**config.mk**
```make
export PLATFORM = sky130hd
export DESIGN_NAME = ais_top
export DESIGN_NICKNAME = d
export VERILOG_FILES = /design/src/common/ais_pkg.sv /design/src/common/ais_wd_if.sv /design/src/hw/ais_los_wd.sv /design/src/hw/ais_top.sv
export VERILOG_INCLUDE_DIRS = /design/src /design/src/common
export SDC_FILE = /design/constraint.sdc
export NUM_CORES = 1
export LEC_CHECK = 0
export ABC_CLOCK_PERIOD_IN_PS = 6350
export BUFFER_PORTS_ARGS = -buffer_cell sky130_fd_sc_hd__buf_2
export CAP_MARGIN = 20
export CORE_ASPECT_RATIO = 1.2
export CORE_MARGIN = 2
export CORE_UTILIZATION = 48
export DETAILED_ROUTE_END_ITERATION = 10
export HOLD_SLACK_MARGIN = 0.05
export PLACE_DENSITY_LB_ADDON = 0.12
export SYNTH_ARGS = -nofsm -noshare
export SYNTH_HDL_FRONTEND = slang
export SYNTH_SLANG_ARGS = --single-unit
```
**constraint.sdc**
```tcl
create_clock -name clk_i -period 6.35 [get_ports clk_i]
set_input_delay 0.635 -clock clk_i [delete_from_list [all_inputs] [get_ports clk_i]]
set_output_delay 0.635 -clock clk_i [all_outputs]
set_load 0.01 [all_outputs]
```
**src/common/ais_map.svh**
```systemverilog
// register offsets, field positions, reset values and counts of the alarm block
`ifndef AIS_MAP_SVH
`define AIS_MAP_SVH

// ***************************************************
// register offsets
// ***************************************************
`define AIS_ADDR_ENABLE 16'h00C7
`define AIS_ADDR_EN_RSVD 16'h00C8
`define AIS_ADDR_STATUS 16'h0200
`define AIS_ADDR_ST_RSVD_A 16'h0201
`define AIS_ADDR_ST_RSVD_B 16'h0202
`define AIS_ADDR_ST_RSVD_C 16'h0203
`define AIS_ADDR_BUSY 16'h0204

// ***************************************************
// field positions
// ***************************************************
`define AIS_LOCK_LOSS_LSB 6
`define AIS_HOLDOVER_LSB 4
`define AIS_SIGNAL_LOSS_LSB 0

// ***************************************************
// reset values and counts
// ***************************************************
`define AIS_ENABLE_RST 8'h00
`define AIS_STATUS_RST 8'h00
`define AIS_RSVD_READ 8'h00
`define AIS_LOS_COUNT_DFLT 17'h1FFFF
`define AIS_LOS_COUNT_MIN 17'h00003

`endif

```
**src/common/ais_pkg.sv**
```systemverilog
// types shared by the alarm status block
package ais_pkg;
   typedef logic [7:0] ais_byte_t;
   typedef logic [16:0] ais_count_t;
   // signal-loss watchdog states, one-hot
   typedef enum logic [1:0] {
      AIS_WATCH = 2'b01,
      AIS_LOST = 2'b10
   } ais_wd_state_e;
endpackage

```
**src/common/ais_wd_if.sv**
```systemverilog
// link between the alarm block and one signal-loss watchdog
`timescale 1ns/1ps
interface ais_wd_if;
   logic tick;
   logic ref_edge;
   logic [16:0] period;
   logic alarm;
   modport mon (input tick, input ref_edge, input period, output alarm);
   modport ctl (output tick, output ref_edge, output period, input alarm);
endinterface

```
**src/hw/ais_los_wd.sv**
```systemverilog
// signal-loss watchdog for one input reference
`timescale 1ns/1ps
`include "ais_map.svh"
module ais_los_wd
   import ais_pkg::*;
(
   // clock and reset
   input wire logic clk_i,
   input wire logic rst_i,
   // watchdog link
   ais_wd_if.mon wd
);
   ais_wd_state_e state_reg, state_next;
   ais_count_t count_reg, count_next;
   ais_count_t limit;

   // settings below the minimum would alarm on healthy references
   function automatic ais_count_t clamp_limit(input ais_count_t p);
      clamp_limit = (p < `AIS_LOS_COUNT_MIN) ? `AIS_LOS_COUNT_MIN : p;
   endfunction

   // ***************************************************
   // watchdog state
   // ***************************************************
   always_comb begin
      limit = clamp_limit(wd.period);
      state_next = state_reg;
      count_next = count_reg;
      case (state_reg)
         AIS_WATCH: begin
            if (wd.ref_edge) begin
               count_next = 17'h00000;
            end else if (wd.tick) begin
               if (count_reg + 17'h00001 >= limit) begin
                  state_next = AIS_LOST;
                  count_next = 17'h00000;
               end else begin
                  count_next = count_reg + 17'h00001;
               end
            end
         end
         AIS_LOST: begin
            count_next = 17'h00000;
            if (wd.ref_edge) begin
               state_next = AIS_WATCH;
            end
         end
         default: begin
            state_next = AIS_WATCH;
            count_next = 17'h00000;
         end
      endcase
   end

   always_ff @(posedge clk_i) begin
      if (rst_i) begin
         state_reg <= AIS_WATCH;
         count_reg <= 17'h00000;
      end else begin
         state_reg <= state_next;
         count_reg <= count_next;
      end
   end

   assign wd.alarm = (state_reg == AIS_LOST);

   // ***************************************************
   // checks
   // ***************************************************
   chk_los_raise: assert property (@(posedge clk_i) disable iff (rst_i)
      (state_reg == AIS_WATCH && !wd.ref_edge && wd.tick
       && count_reg + 17'h00001 >= clamp_limit(wd.period))
      |=> wd.alarm)
      else $error("signal loss not raised at the programmed count");

   chk_los_count: assert property (@(posedge clk_i) disable iff (rst_i)
      (state_reg == AIS_WATCH) |-> (count_reg < clamp_limit(wd.period)))
      else $error("watchdog count passed its limit");
endmodule

```
**src/hw/ais_top.sv**
```systemverilog
// alarm interrupt status block: sticky flags, enables and interrupt pin
`timescale 1ns/1ps
`include "ais_map.svh"

// Overview of operation
// - lock-loss enables reset to 0; when 0 that flag cannot pull the pin
// - holdover enables reset to 0; when 1 that flag may pull the pin
// - signal-loss enables reset to 0; 1 lets the flag drive, 0 masks it
// - enable register ALARM_IRQ_ENABLE: lock-loss 7:6, holdover 5:4, signal-loss 3:0
// - every alarm event sets its status flag whatever its enable says
// - status flags are sticky and stay set after the alarm goes away
// - writing 1 clears a flag, writing 0 leaves it, reads show it
// - status register 0200 uses the same layout; all flags reset to 0
// - lock-loss flag is 1 if any lock-loss alarm since last clear
// - holdover flag is 1 if any holdover alarm since last clear
// - signal-loss flag is 1 if any signal-loss alarm since last clear
// - read-only register 0204 gives one busy flag per output, 7 to 0
// - busy flag reads 1 while that output has a phase adjustment running
// - signal loss raised after programmed tick count without edge, min 3
module ais_top
   import ais_pkg::*;
#(
   parameter int NUM_REFS = 4,
   parameter int NUM_PLLS = 2,
   parameter int NUM_OUTS = 8
) (
   // clock and reset
   input wire logic clk_i,
   input wire logic rst_i,
   // register port from the serial port engine
   input wire logic [15:0] reg_addr_i,
   input wire logic reg_wr_i,
   input wire logic reg_rd_i,
   input wire logic [7:0] reg_wdata_i,
   output logic [7:0] reg_rdata_o,
   output logic reg_rvalid_o,
   // alarm sources on this clock
   input wire logic [NUM_PLLS-1:0] lock_loss_alarm_i,
   input wire logic [NUM_PLLS-1:0] holdover_alarm_i,
   // input references and their monitors
   input wire logic [NUM_REFS-1:0] ref_clk_i,
   input wire logic monitor_tick_i,
   input wire logic [NUM_REFS*17-1:0] signal_loss_period_count_i,
   // phase adjustment engine
   input wire logic [NUM_OUTS-1:0] phase_adjust_in_progress_i,
   // interrupt pin
   output logic interrupt_out_n_o
);
   // ***************************************************
   // declarations
   // ***************************************************
   ais_byte_t enable_reg, enable_next;
   ais_byte_t status_reg, status_next;
   ais_byte_t busy_reg, busy_next;
   ais_byte_t rdata_reg, rdata_next;
   logic rvalid_reg, rvalid_next;
   logic irq_n_reg, irq_n_next;
   logic [NUM_REFS-1:0] ref_s1_reg, ref_s2_reg, ref_s3_reg;
   logic [NUM_REFS-1:0] ref_level_reg, ref_level_next;
   logic [NUM_REFS-1:0] ref_edge;
   logic [NUM_REFS-1:0] los_alarm;
   ais_byte_t events;
   ais_byte_t clr_mask;
   logic wr_enable, wr_status;

   // ***************************************************
   // reference pin synchronisers
   // ***************************************************
   // a change counts only when stages two and three agree
   always_comb begin
      ref_level_next = ref_level_reg;
      for (int i = 0; i < NUM_REFS; i++) begin
         if (ref_s2_reg[i] == ref_s3_reg[i]) begin
            ref_level_next[i] = ref_s3_reg[i];
         end
      end
   end

   always_ff @(posedge clk_i) begin
      if (rst_i) begin
         ref_s1_reg <= '0;
         ref_s2_reg <= '0;
         ref_s3_reg <= '0;
         ref_level_reg <= '0;
      end else begin
         ref_s1_reg <= ref_clk_i;
         ref_s2_reg <= ref_s1_reg;
         ref_s3_reg <= ref_s2_reg;
         ref_level_reg <= ref_level_next;
      end
   end

   // rising edges only; one per reference period
   assign ref_edge = ref_level_next & ~ref_level_reg;

   // ***************************************************
   // signal-loss watchdogs
   // ***************************************************
   ais_wd_if wd_bus [NUM_REFS] ();

   for (genvar g = 0; g < NUM_REFS; g++) begin : g_wd
      assign wd_bus[g].tick = monitor_tick_i;
      assign wd_bus[g].ref_edge = ref_edge[g];
      assign wd_bus[g].period = signal_loss_period_count_i[g*17 +: 17];
      assign los_alarm[g] = wd_bus[g].alarm;
      ais_los_wd u_wd (
         .clk_i(clk_i),
         .rst_i(rst_i),
         .wd(wd_bus[g].mon)
      );
   end

   // ***************************************************
   // register access decode
   // ***************************************************
   assign wr_enable = reg_wr_i && (reg_addr_i == `AIS_ADDR_ENABLE);
   assign wr_status = reg_wr_i && (reg_addr_i == `AIS_ADDR_STATUS);
   assign clr_mask = wr_status ? reg_wdata_i : 8'h00;

   // event vector in register layout
   always_comb begin
      events = 8'h00;
      events[`AIS_LOCK_LOSS_LSB +: 2] = lock_loss_alarm_i[1:0];
      events[`AIS_HOLDOVER_LSB +: 2] = holdover_alarm_i[1:0];
      events[`AIS_SIGNAL_LOSS_LSB +: 4] = los_alarm[3:0];
   end

   // ***************************************************
   // enable, sticky status and busy
   // ***************************************************
   always_comb begin
      enable_next = enable_reg;
      if (wr_enable) begin
         enable_next = reg_wdata_i;
      end
      // set wins over a clear in the same cycle
      status_next = (status_reg & ~clr_mask) | events;
      busy_next = phase_adjust_in_progress_i[7:0];
   end

   always_ff @(posedge clk_i) begin
      if (rst_i) begin
         enable_reg <= `AIS_ENABLE_RST;
         status_reg <= `AIS_STATUS_RST;
         busy_reg <= 8'h00;
      end else begin
         enable_reg <= enable_next;
         status_reg <= status_next;
         busy_reg <= busy_next;
      end
   end

   // ***************************************************
   // read data
   // ***************************************************
   function automatic ais_byte_t read_mux(input logic [15:0] addr,
                                          input ais_byte_t en,
                                          input ais_byte_t st,
                                          input ais_byte_t busy);
      case (addr)
         `AIS_ADDR_ENABLE: read_mux = en;
         `AIS_ADDR_STATUS: read_mux = st;
         `AIS_ADDR_BUSY: read_mux = busy;
         default: read_mux = `AIS_RSVD_READ;
      endcase
   endfunction

   always_comb begin
      rvalid_next = reg_rd_i;
      rdata_next = rdata_reg;
      if (reg_rd_i) begin
         rdata_next = read_mux(reg_addr_i, enable_reg, status_reg, busy_reg);
      end
   end

   always_ff @(posedge clk_i) begin
      if (rst_i) begin
         rdata_reg <= 8'h00;
         rvalid_reg <= 1'b0;
      end else begin
         rdata_reg <= rdata_next;
         rvalid_reg <= rvalid_next;
      end
   end

   // ***************************************************
   // interrupt pin
   // ***************************************************
   // one cycle behind the flags, in exchange for a glitch-free pin
   always_comb begin
      irq_n_next = ~|(status_reg & enable_reg);
   end

   always_ff @(posedge clk_i) begin
      if (rst_i) begin
         irq_n_reg <= 1'b1;
      end else begin
         irq_n_reg <= irq_n_next;
      end
   end

   assign reg_rdata_o = rdata_reg;
   assign reg_rvalid_o = rvalid_reg;
   assign interrupt_out_n_o = irq_n_reg;

   // ***************************************************
   // checks
   // ***************************************************
   chk_lock_loss_mask: assert property (@(posedge clk_i) disable iff (rst_i)
      ((status_reg[7:6] & enable_reg[7:6]) == 2'b00
       && (status_reg[5:0] & enable_reg[5:0]) == 6'h00)
      |=> interrupt_out_n_o)
      else $error("masked lock-loss flag drove the pin");

   chk_holdover_pin: assert property (@(posedge clk_i) disable iff (rst_i)
      (|(status_reg[5:4] & enable_reg[5:4])) |=> !interrupt_out_n_o)
      else $error("enabled holdover flag did not drive the pin");

   chk_sigloss_pin: assert property (@(posedge clk_i) disable iff (rst_i)
      (|(status_reg[3:0] & enable_reg[3:0])) |=> !interrupt_out_n_o)
      else $error("enabled signal-loss flag did not drive the pin");

   chk_enable_write: assert property (@(posedge clk_i) disable iff (rst_i)
      wr_enable |=> enable_reg == $past(reg_wdata_i))
      else $error("enable register did not take the write");

   chk_event_sets: assert property (@(posedge clk_i) disable iff (rst_i)
      (|events) |=> ((status_reg & $past(events)) == $past(events)))
      else $error("alarm event did not set its flag");

   chk_flag_sticky: assert property (@(posedge clk_i) disable iff (rst_i)
      (|($past(status_reg) & ~status_reg))
      |-> $past(wr_status))
      else $error("flag fell without a clearing write");

   chk_w1c_exact: assert property (@(posedge clk_i) disable iff (rst_i)
      (wr_status && events == 8'h00)
      |=> status_reg == ($past(status_reg) & ~$past(reg_wdata_i)))
      else $error("write-one-to-clear gave the wrong flags");

   chk_status_reset: assert property (@(posedge clk_i)
      $past(rst_i) |-> (status_reg == 8'h00 && enable_reg == 8'h00))
      else $error("flags or enables not cleared by reset");

   chk_busy_read: assert property (@(posedge clk_i) disable iff (rst_i)
      (reg_rd_i && reg_addr_i == `AIS_ADDR_BUSY)
      ##1 reg_rvalid_o |-> reg_rdata_o == $past(busy_reg))
      else $error("busy register read wrong data");

   chk_busy_follow: assert property (@(posedge clk_i) disable iff (rst_i)
      ##1 busy_reg == $past(phase_adjust_in_progress_i[7:0]))
      else $error("busy flags do not follow the engine");

   chk_pin_release: assert property (@(posedge clk_i) disable iff (rst_i)
      (status_reg & enable_reg) != 8'h00 ##1 (status_reg & enable_reg) == 8'h00
      |=> interrupt_out_n_o)
      else $error("pin not released when enabled flags cleared");
endmodule

```
==> metrics.md, run 1 <==
| Metric | Value |
|---|---|
| Run status | finished clean |
| Fill cell count | 1496 |
| Met1 Routed Length | approximately 8000 um |
| Clock root buffer | sky130_fd_sc_hd__clkbuf_16 |
| Total length of routed met2 wires | 8100 um |
| Setup TNS | 0 ns |
| Max Buffers Root-to-Sink | 2 |
| Largest register FFs | between 60 and 70 |
| Fraction of power consumed by sequential logic | between 40% and 50% |
| Most frequently used flop master after synthesis | sky130_fd_sc_hd__dfxtp_1 |
| Least-Margin Pin Slew | 1.09 ns |
| Wire length of the first global-routing pass | between 20000 and 30000 um |
| TritonCTS clock tree | yes |
| Die footprint | 17200 um2 |
| Number of synthesized register bits | between 100 and 150 |
| Number of warnings reported in the yosys synthesis log | 0 |
| DR WL met3 | roughly 600 um |
| Antenna-violating nets left | 0 |
| Port Buf Inserts | between 100 and 150 |
| Internal power summed over all cells | 1.43 mW |
| Wire length per cell after detailed routing | 13.5 um |
| Final critical-path setup slack | 2.34 ns |
| Leftover overflow at the end of global routing | 0 |
| Mean instance size in the synthesized netlist | between 8 and 9 um2 |
| Crit Path Class | register to register |
| Clock-pin slew on the worst setup and hold paths | around 0.060 ns |
| Net count after synthesis | 1097 |
| Critical Path Slowest Stage Cell | sky130_fd_sc_hd__a2111oi_0 |
| Worst slack, placed | 2.40 ns |
| Number of diodes added for antenna fixing | 0 |
| Top Ports | around 120 |
| Largest vdd supply drop | 174 uV |
| CP startpoint kind | register |
| Arrival time of data at the critical path endpoint | 4.31 ns |
| Count of different cell masters after synthesis | 68 |
| H-tree depth | 4 |
| Number of buffers created by CTS | 17 |
| Rows | 50 |
| Clock sinks | between 100 and 150 |
| Number of detailed-route iterations in the first pass | 5 |
| Area used by multi-input combinational logic | 4790 um2 |
| Biggest fanout along the worst timing path | 17 |
| Synth async-reset ratio | 0% |
| Buffering stage count on the worst path with inverters included | 0 |
| Pin count of the biggest net entering global routing | 49 |
| Number of enable-type register cells in the synthesized netlist | 0 |
| Initial cell density of the core | 49.3% |
| Max Clk Rate | ~250 MHz |
| Relative max-transition margin | 26.9% |
| Post-CTS setup repair buffer count | 0 |
| NetSw | 0.502 mW |
| Total setup violations reported at the end of the flow | 0 |
| R2R setup slack | 2.34 ns |
| Iteration-0 DRC Markers | 261 |
| Required time of the worst setup path | between 6 and 7 ns |
| Seq. cell area | 2520 um2 |
| Type of destination of the critical path | register |
| Post-synthesis sequential area ratio | 32.6% |
| Min Tclk post-route | 4.01 ns |
| Sequence of cells on the critical path | ha_1 > nand2_1 > nor3_1 > nand4_1 > xnor2_1 > ha_1 > nand4_1 > a2111oi_0 > nor3_1 > o21ai_2 > nor3_4 > a221o_1 |
| Hold buffer count at CTS | 0 |
| DRC errors left | 0 |
| Core area | 15700 um2 |
| Area growth from synthesis to layout | 17.0% |
| Via count of the first global-routing pass | 6305 |
| Fraction of layout instances using a drive strength above 1 | 17.8% |
| Setup clock skew after layout | approximately 0.0073 ns |
| Areal power density over the cells | 213 nW/um2 |
| Commonest cells after routing, fill and taps aside | sky130_fd_sc_hd__dfxtp_1, sky130_fd_sc_hd__buf_2, sky130_fd_sc_hd__ha_1 |
| Clock group share of total power | 50.0% |
| Area of the mapped netlist | 7750 um2 |
| Most common cell after layout, fill and taps aside | sky130_fd_sc_hd__dfxtp_1 |
| Via count | ~6800 |
| Nets | 1207 |
| Max-capacitance violation count | 0 |
| Number of resized instances in the post-cts repair step | 0 |
| DPL Wire Length | 12700 um |
| Routed wire length | 16800 um |
| Unrepaired setup endpoints after global routing | false |
| Final period util | 63.1% |
| Chip Height | between 100 and 150 um |
| Combinational fraction of design power | between 7 and 8% |
| Synthesized instance count | 912 |
| Antenna violations before repair | 0 |
| Die W | 120 um |
| Min-Delay Path Class | primary input to register |
| Highest metal layer with signal wires | met4 |
| Fraction of power spent switching nets | 26.0% |
| Fin. Hold Viols | 0 |
| Routability-driven placement congestion ratio | roughly 0.76 |
| Static leakage | 4.09 nW |
| Clock latency at the later pin of the worst-skew pair | 0.42 ns |
| Number of pins with negative max-slew slack in the final report | 0 |
| Max stage delay on crit path | 0.61 ns |
| GR Util All Layers | 20.1% |
| Via density per instance | 5.44 |
| Dominant delay contributor by cell family on the critical path | compound AO/OA/AOI/OAI gates |
## worst paths after layout
kind	depth (start not counted)	start	end
max	12	g_wd[0].u_wd.count_reg[0]	g_wd[0].u_wd.count_reg[6]
min	2	phase_adjust_in_progress_i[1]	busy_reg[1]
max reg2reg	12	g_wd[0].u_wd.count_reg[0]	g_wd[0].u_wd.count_reg[6]
min reg2reg	1	ref_s1_reg[1]	ref_s2_reg[1]
## power groups by stage
stage | registers, mW | clock network, mW | logic, mW
finish | 0.815 | 0.965 | 0.152
global route | 0.816 | 1.02 | 0.173
CTS | 0.815 | 0.986 | 0.153
detailed placement | 0.832 | 0 | 0.152
global placement | 0.832 | 0 | 0.150
floorplan | 0.829 | 0 | 0.0911
## metal layers
layer  up-vias  global-route usage [%]
met5         -                       0
met4         0                    6.19
met3        14                    3.55
met2       126                    33.8
met1      3072                    26.1
li1       3556                       -
## cell usage after synthesis, types with 8 or more instances
cell type                  number  area share (%)
sky130_fd_sc_hd__and4_1         8            0.90
sky130_fd_sc_hd__buf_2         14            0.90
sky130_fd_sc_hd__nor2_1        60             2.9
sky130_fd_sc_hd__a22o_1        23             2.6
sky130_fd_sc_hd__a22oi_1       24             2.3
sky130_fd_sc_hd__and3_1        19             1.5
sky130_fd_sc_hd__nor4_1        19             1.5
sky130_fd_sc_hd__nor2b_1       35             2.8
sky130_fd_sc_hd__nand4_1       30             2.4
sky130_fd_sc_hd__nand3_1       55             3.6
sky130_fd_sc_hd__nor3_1        20             1.3
sky130_fd_sc_hd__ha_1          72              12
sky130_fd_sc_hd__inv_1         71             3.4
sky130_fd_sc_hd__xor2_1        18             2.0
sky130_fd_sc_hd__xnor2_1       49             5.5
sky130_fd_sc_hd__nand2_1       71             3.4
sky130_fd_sc_hd__a21oi_1       40             2.6
sky130_fd_sc_hd__o21ai_0       27             1.7
sky130_fd_sc_hd__a221o_1       15             1.9
sky130_fd_sc_hd__clkbuf_1      14            0.68
sky130_fd_sc_hd__dfxtp_1      126              33
sky130_fd_sc_hd__a22o_2         8             1.0
## stage by stage
stage / power [mW] / hold slack [ns] / utilization (%) / cells / area [um2]
after floorplan: 0.920 / 0.414 / - / 912 / 7750
after global placement: 0.982 / 0.424 / 53.9 / 1210 / 8460
after detailed placement: 0.984 / 0.428 / 53.9 / 1210 / 8460
after CTS: 1.95 / 0.400 / 57.6 / 1242 / 9050
after global routing: 2.01 / 0.409 / 57.7 / 1243 / 9060
final: 1.93 / 0.421 / 57.7 / 1243 / 9060
## final cells by class
cell class,instances,area share [%]
timing repair buffer,124,6.91
clock buffer,17,4.70
sequential,126,27.8
clock inverter,15,1.81
tap,208,2.87
multi-input combinational,681,52.9
inverter,72,2.98
## worst register-to-register path, cell delays in order (launching register included)
cell and delay [ns]:
sky130_fd_sc_hd__dfxtp_1 0.44, sky130_fd_sc_hd__ha_1 0.33, sky130_fd_sc_hd__nand2_1 0.09, sky130_fd_sc_hd__nor3_1 0.42, sky130_fd_sc_hd__nand4_1 0.17, sky130_fd_sc_hd__xnor2_1 0.17, sky130_fd_sc_hd__ha_1 0.30, sky130_fd_sc_hd__nand4_1 0.15
sky130_fd_sc_hd__a2111oi_0 0.61, sky130_fd_sc_hd__nor3_1 0.12, sky130_fd_sc_hd__o21ai_2 0.48, sky130_fd_sc_hd__nor3_4 0.22, sky130_fd_sc_hd__a221o_1 0.40
## cells by family (layout without fill, tap and decap cells)
logic type | Yosys count | count (layout) | synth area share (%)
DFF | 126 | 126 | 32.6
AOI/OAI and AO/OA | 192 | 192 | 18.4
buffers and inverters | 105 | 228 | 5.57
muxes | 2 | 2 | 0.291
adders and majority gates | 72 | 72 | 11.6
and+or+nand+nor | 348 | 348 | 24.0
xor gates and xnor gates | 67 | 67 | 7.58
Power figures use the tool's default switching activity.
==> run 2, diff against run 1 <==
Settings changed: ABC_CLOCK_PERIOD_IN_PS 6350 to 3650.
Clock period 6.35 ns to 3.65 ns, I/O delays scaled along.
==> metrics.md, run 2 (same netlist as run 1, synthesis figures left out) <==
| Metric | Value |
|---|---|
| Via density per instance | 5.45 (+0.15%) |
| GR Util All Layers | 21.0% (+0.90 points) |
| Top Ports | 123 (unchanged) |
| Hold Path Origin | lock_loss_alarm_i[1] |
| Die footprint | 17200 um2 (unchanged) |
| Pin count of the biggest net entering global routing | 32 (-35%) |
| Setup clock skew after layout | 0.00877 ns (+0.00149 ns) |
| Wire length per cell after detailed routing | 13.9 um (+2.4%) |
| Crit Path Class | register to register |
| Number of diodes added for antenna fixing | 0 (unchanged) |
| Max Clk Rate | 300 MHz (+20%) |
| Final core utilization | 58.7% (+1.0 points) |
| Total power consumption of the routed design | 3.39 mW (+75%) |
| Areal power density over the cells | 367 nW/um2 (+72%) |
| Min Tclk post-route | 3.34 ns (-0.673 ns) |
| Type of destination of the critical path | register |
| Fraction of power spent switching nets | 26.2% (+0.25 points) |
| Largest vdd supply drop | 362 uV (+110%) |
| Rows | 50 (unchanged) |
| Chip Height | 143 um (unchanged) |
| Fill cell count | 1460 (-2.4%) |
| Reg2reg path depth | 14 (+2) |
| Clock group share of total power | 49.9% (about the same) |
| Least-Margin Pin Slew | 0.984 ns (-0.109 ns) |
| Unrepaired setup endpoints after global routing | false |
| DPL Wire Length | 13300 um (+5.2%) |
| Leftover overflow at the end of global routing | 0 (unchanged) |
| WHS Endpoint | status_reg[7] |
| Setup TNS | 0 ns (unchanged) |
| Clock sinks | 126 (unchanged) |
| Wire length of the first global-routing pass | 29300 um (+3.1%) |
| Max-capacitance violation count | 0 (unchanged) |
| Final period util | 91.4% (+28 points) |
| Static leakage | 4.19 nW (+2.6%) |
| Number of buffers created by CTS | 17 (unchanged) |
| Seq. cell area | 2520 um2 (unchanged) |
| Max Buffers Root-to-Sink | 2 (unchanged) |
| Startpoint of the most critical register-to-register path | g_wd[0].u_wd.count_reg[0] |
| Clock latency at the later pin of the worst-skew pair | 0.42 ns (about the same) |
| Port Buf Inserts | 122 (unchanged) |
| Fraction of power consumed by sequential logic | 41.8% (-0.4 points) |
| Run status | finished clean |
| Area used by multi-input combinational logic | 4800 um2 (+0.13%) |
| Nets | 1228 (+1.7%) |
| Internal power summed over all cells | 2.50 mW (+75%) |
| Routability-driven placement congestion ratio | 0.779 (+2.6%) |
| Fin. Hold Viols | 0 (unchanged) |
| CP startpoint kind | register |
| Required time of the worst setup path | 3.96 ns (-2.69 ns) |
| Commonest cells after routing, fill and taps aside | sky130_fd_sc_hd__dfxtp_1, sky130_fd_sc_hd__buf_2, sky130_fd_sc_hd__ha_1 |
| Via count of the first global-routing pass | 6438 (+2.1%) |
| DRC errors left | 0 (unchanged) |
| TritonCTS clock tree | yes |
| Instance count along the most critical hold path | 3 (+1) |
| Die W | 120 um (unchanged) |
| Arrival time of data at the critical path endpoint | 3.64 ns (-0.67 ns) |
| Fraction of layout instances using a drive strength above 1 | 19.5% (+1.7 points) |
| Antenna violations before repair | 0 (unchanged) |
| Combinational fraction of design power | 8.3% (+0.4 points) |
| Reg2Reg Capture Point | g_wd[0].u_wd.count_reg[6] |
| Number of pins with negative max-slew slack in the final report | 0 (unchanged) |
| Routed wire length | 17500 um (+4.1%) |
| Biggest fanout along the worst timing path | 10 (-7) |
| Largest register FFs | 68 (unchanged) |
| Via count | 6893 (+1.8%) |
| Initial cell density of the core | 49.3% (unchanged) |
| H-tree depth | 4 (unchanged) |
| Min-Delay Path Class | primary input to register |
| Iteration-0 DRC Markers | 350 (+34%) |
| Antenna-violating nets left | 0 (unchanged) |
| Most common cell after layout, fill and taps aside | sky130_fd_sc_hd__dfxtp_1 |
| Core area | 15700 um2 (unchanged) |
| Clock-pin slew on the worst setup and hold paths | 0.06 ns (about the same) |
| Number of detailed-route iterations in the first pass | 5 (unchanged) |
| Total setup violations reported at the end of the flow | 0 (unchanged) |
| Relative max-transition margin | 34.2% (+7.3 points) |
| Area growth from synthesis to layout | 19.0% |
| Clock root buffer | sky130_fd_sc_hd__clkbuf_16 |
| NetSw | 0.888 mW (+77%) |
| R2R setup slack | 0.31 ns (-2.03 ns) |
## run 2: final cells by class
| type | instances | share of cell area (%) |
|---|---|---|
| clock buffer | 17 | 4.61 |
| multi-input combinational | 681 | 52.0 |
| timing repair buffer | 145 | 8.49 |
| sequential | 126 | 27.4 |
| tap | 208 | 2.82 |
| clock inverter | 15 | 1.75 |
| inverter | 72 | 2.93 |
## run 2: worst max path at each step
stage | slack, ns | to | start
floorplan | 0.69 | g_wd[0].u_wd.count_reg[6] | g_wd[0].u_wd.count_reg[0]
global placement | 0.39 | g_wd[0].u_wd.count_reg[2] | g_wd[0].u_wd.count_reg[0]
detailed placement | 0.12 | g_wd[0].u_wd.count_reg[6] | g_wd[0].u_wd.count_reg[0]
CTS | 0.1 | g_wd[0].u_wd.count_reg[6] | g_wd[0].u_wd.count_reg[0]
global route | 0.02 | g_wd[0].u_wd.count_reg[2] | g_wd[0].u_wd.count_reg[0]
finish | 0.31 | g_wd[0].u_wd.count_reg[6] | g_wd[0].u_wd.count_reg[0]
## run 2: critical path: stages, from the launching register on
cell	delay [ns]
sky130_fd_sc_hd__dfxtp_1	0.42
sky130_fd_sc_hd__ha_1	0.30
sky130_fd_sc_hd__nand2_1	0.08
sky130_fd_sc_hd__nor3_1	0.20
sky130_fd_sc_hd__buf_4	0.16
sky130_fd_sc_hd__nand4_1	0.11
sky130_fd_sc_hd__xnor2_1	0.17
sky130_fd_sc_hd__ha_1	0.30
sky130_fd_sc_hd__nand4_1	0.17
sky130_fd_sc_hd__a2111oi_2	0.41
sky130_fd_sc_hd__nor3_1	0.10
sky130_fd_sc_hd__o21ai_2	0.20
sky130_fd_sc_hd__nor3_4	0.07
sky130_fd_sc_hd__buf_4	0.19
sky130_fd_sc_hd__a221o_1	0.34
## run 2: per-stage QoR
stage / area (um2) / hold slack, ns / setup WS, ns / instances
after detailed placement: 8630 / 0.432 / 0.118 / 1232
final: 9220 / 0.141 / 0.313 / 1264
after global placement: 8630 / 0.418 / 0.387 / 1232
after CTS: 9220 / 0.130 / 0.0960 / 1264
after global routing: 9220 / 0.134 / 0.0213 / 1264
after floorplan: 7750 / 0.414 / 0.691 / 912
## run 2: repair_timing
action / 4_1_cts / 5_1_grt
resized for setup: 0 / 2
setup buffers: 0 / 0
setup endpoints to repair: 0 / 17
hold buffers: 0 / 0
## run 2: layer usage
metal	global-route usage (%)	wire (um)	vias up
met5	0	0	-
li1	-	-	3578
met2	36.2	8660	126
met1	26.2	8010	3166
met4	6.81	253	0
met3	4.03	602	23
## run 2: power groups by stage
stage,Sequential (mW),Clock (mW),Combinational [mW]
floorplan,1.44,0,0.158
global placement,1.44,0,0.279
detailed placement,1.45,0,0.281
CTS,1.41,1.73,0.283
global route,1.42,1.80,0.320
finish,1.41,1.69,0.281
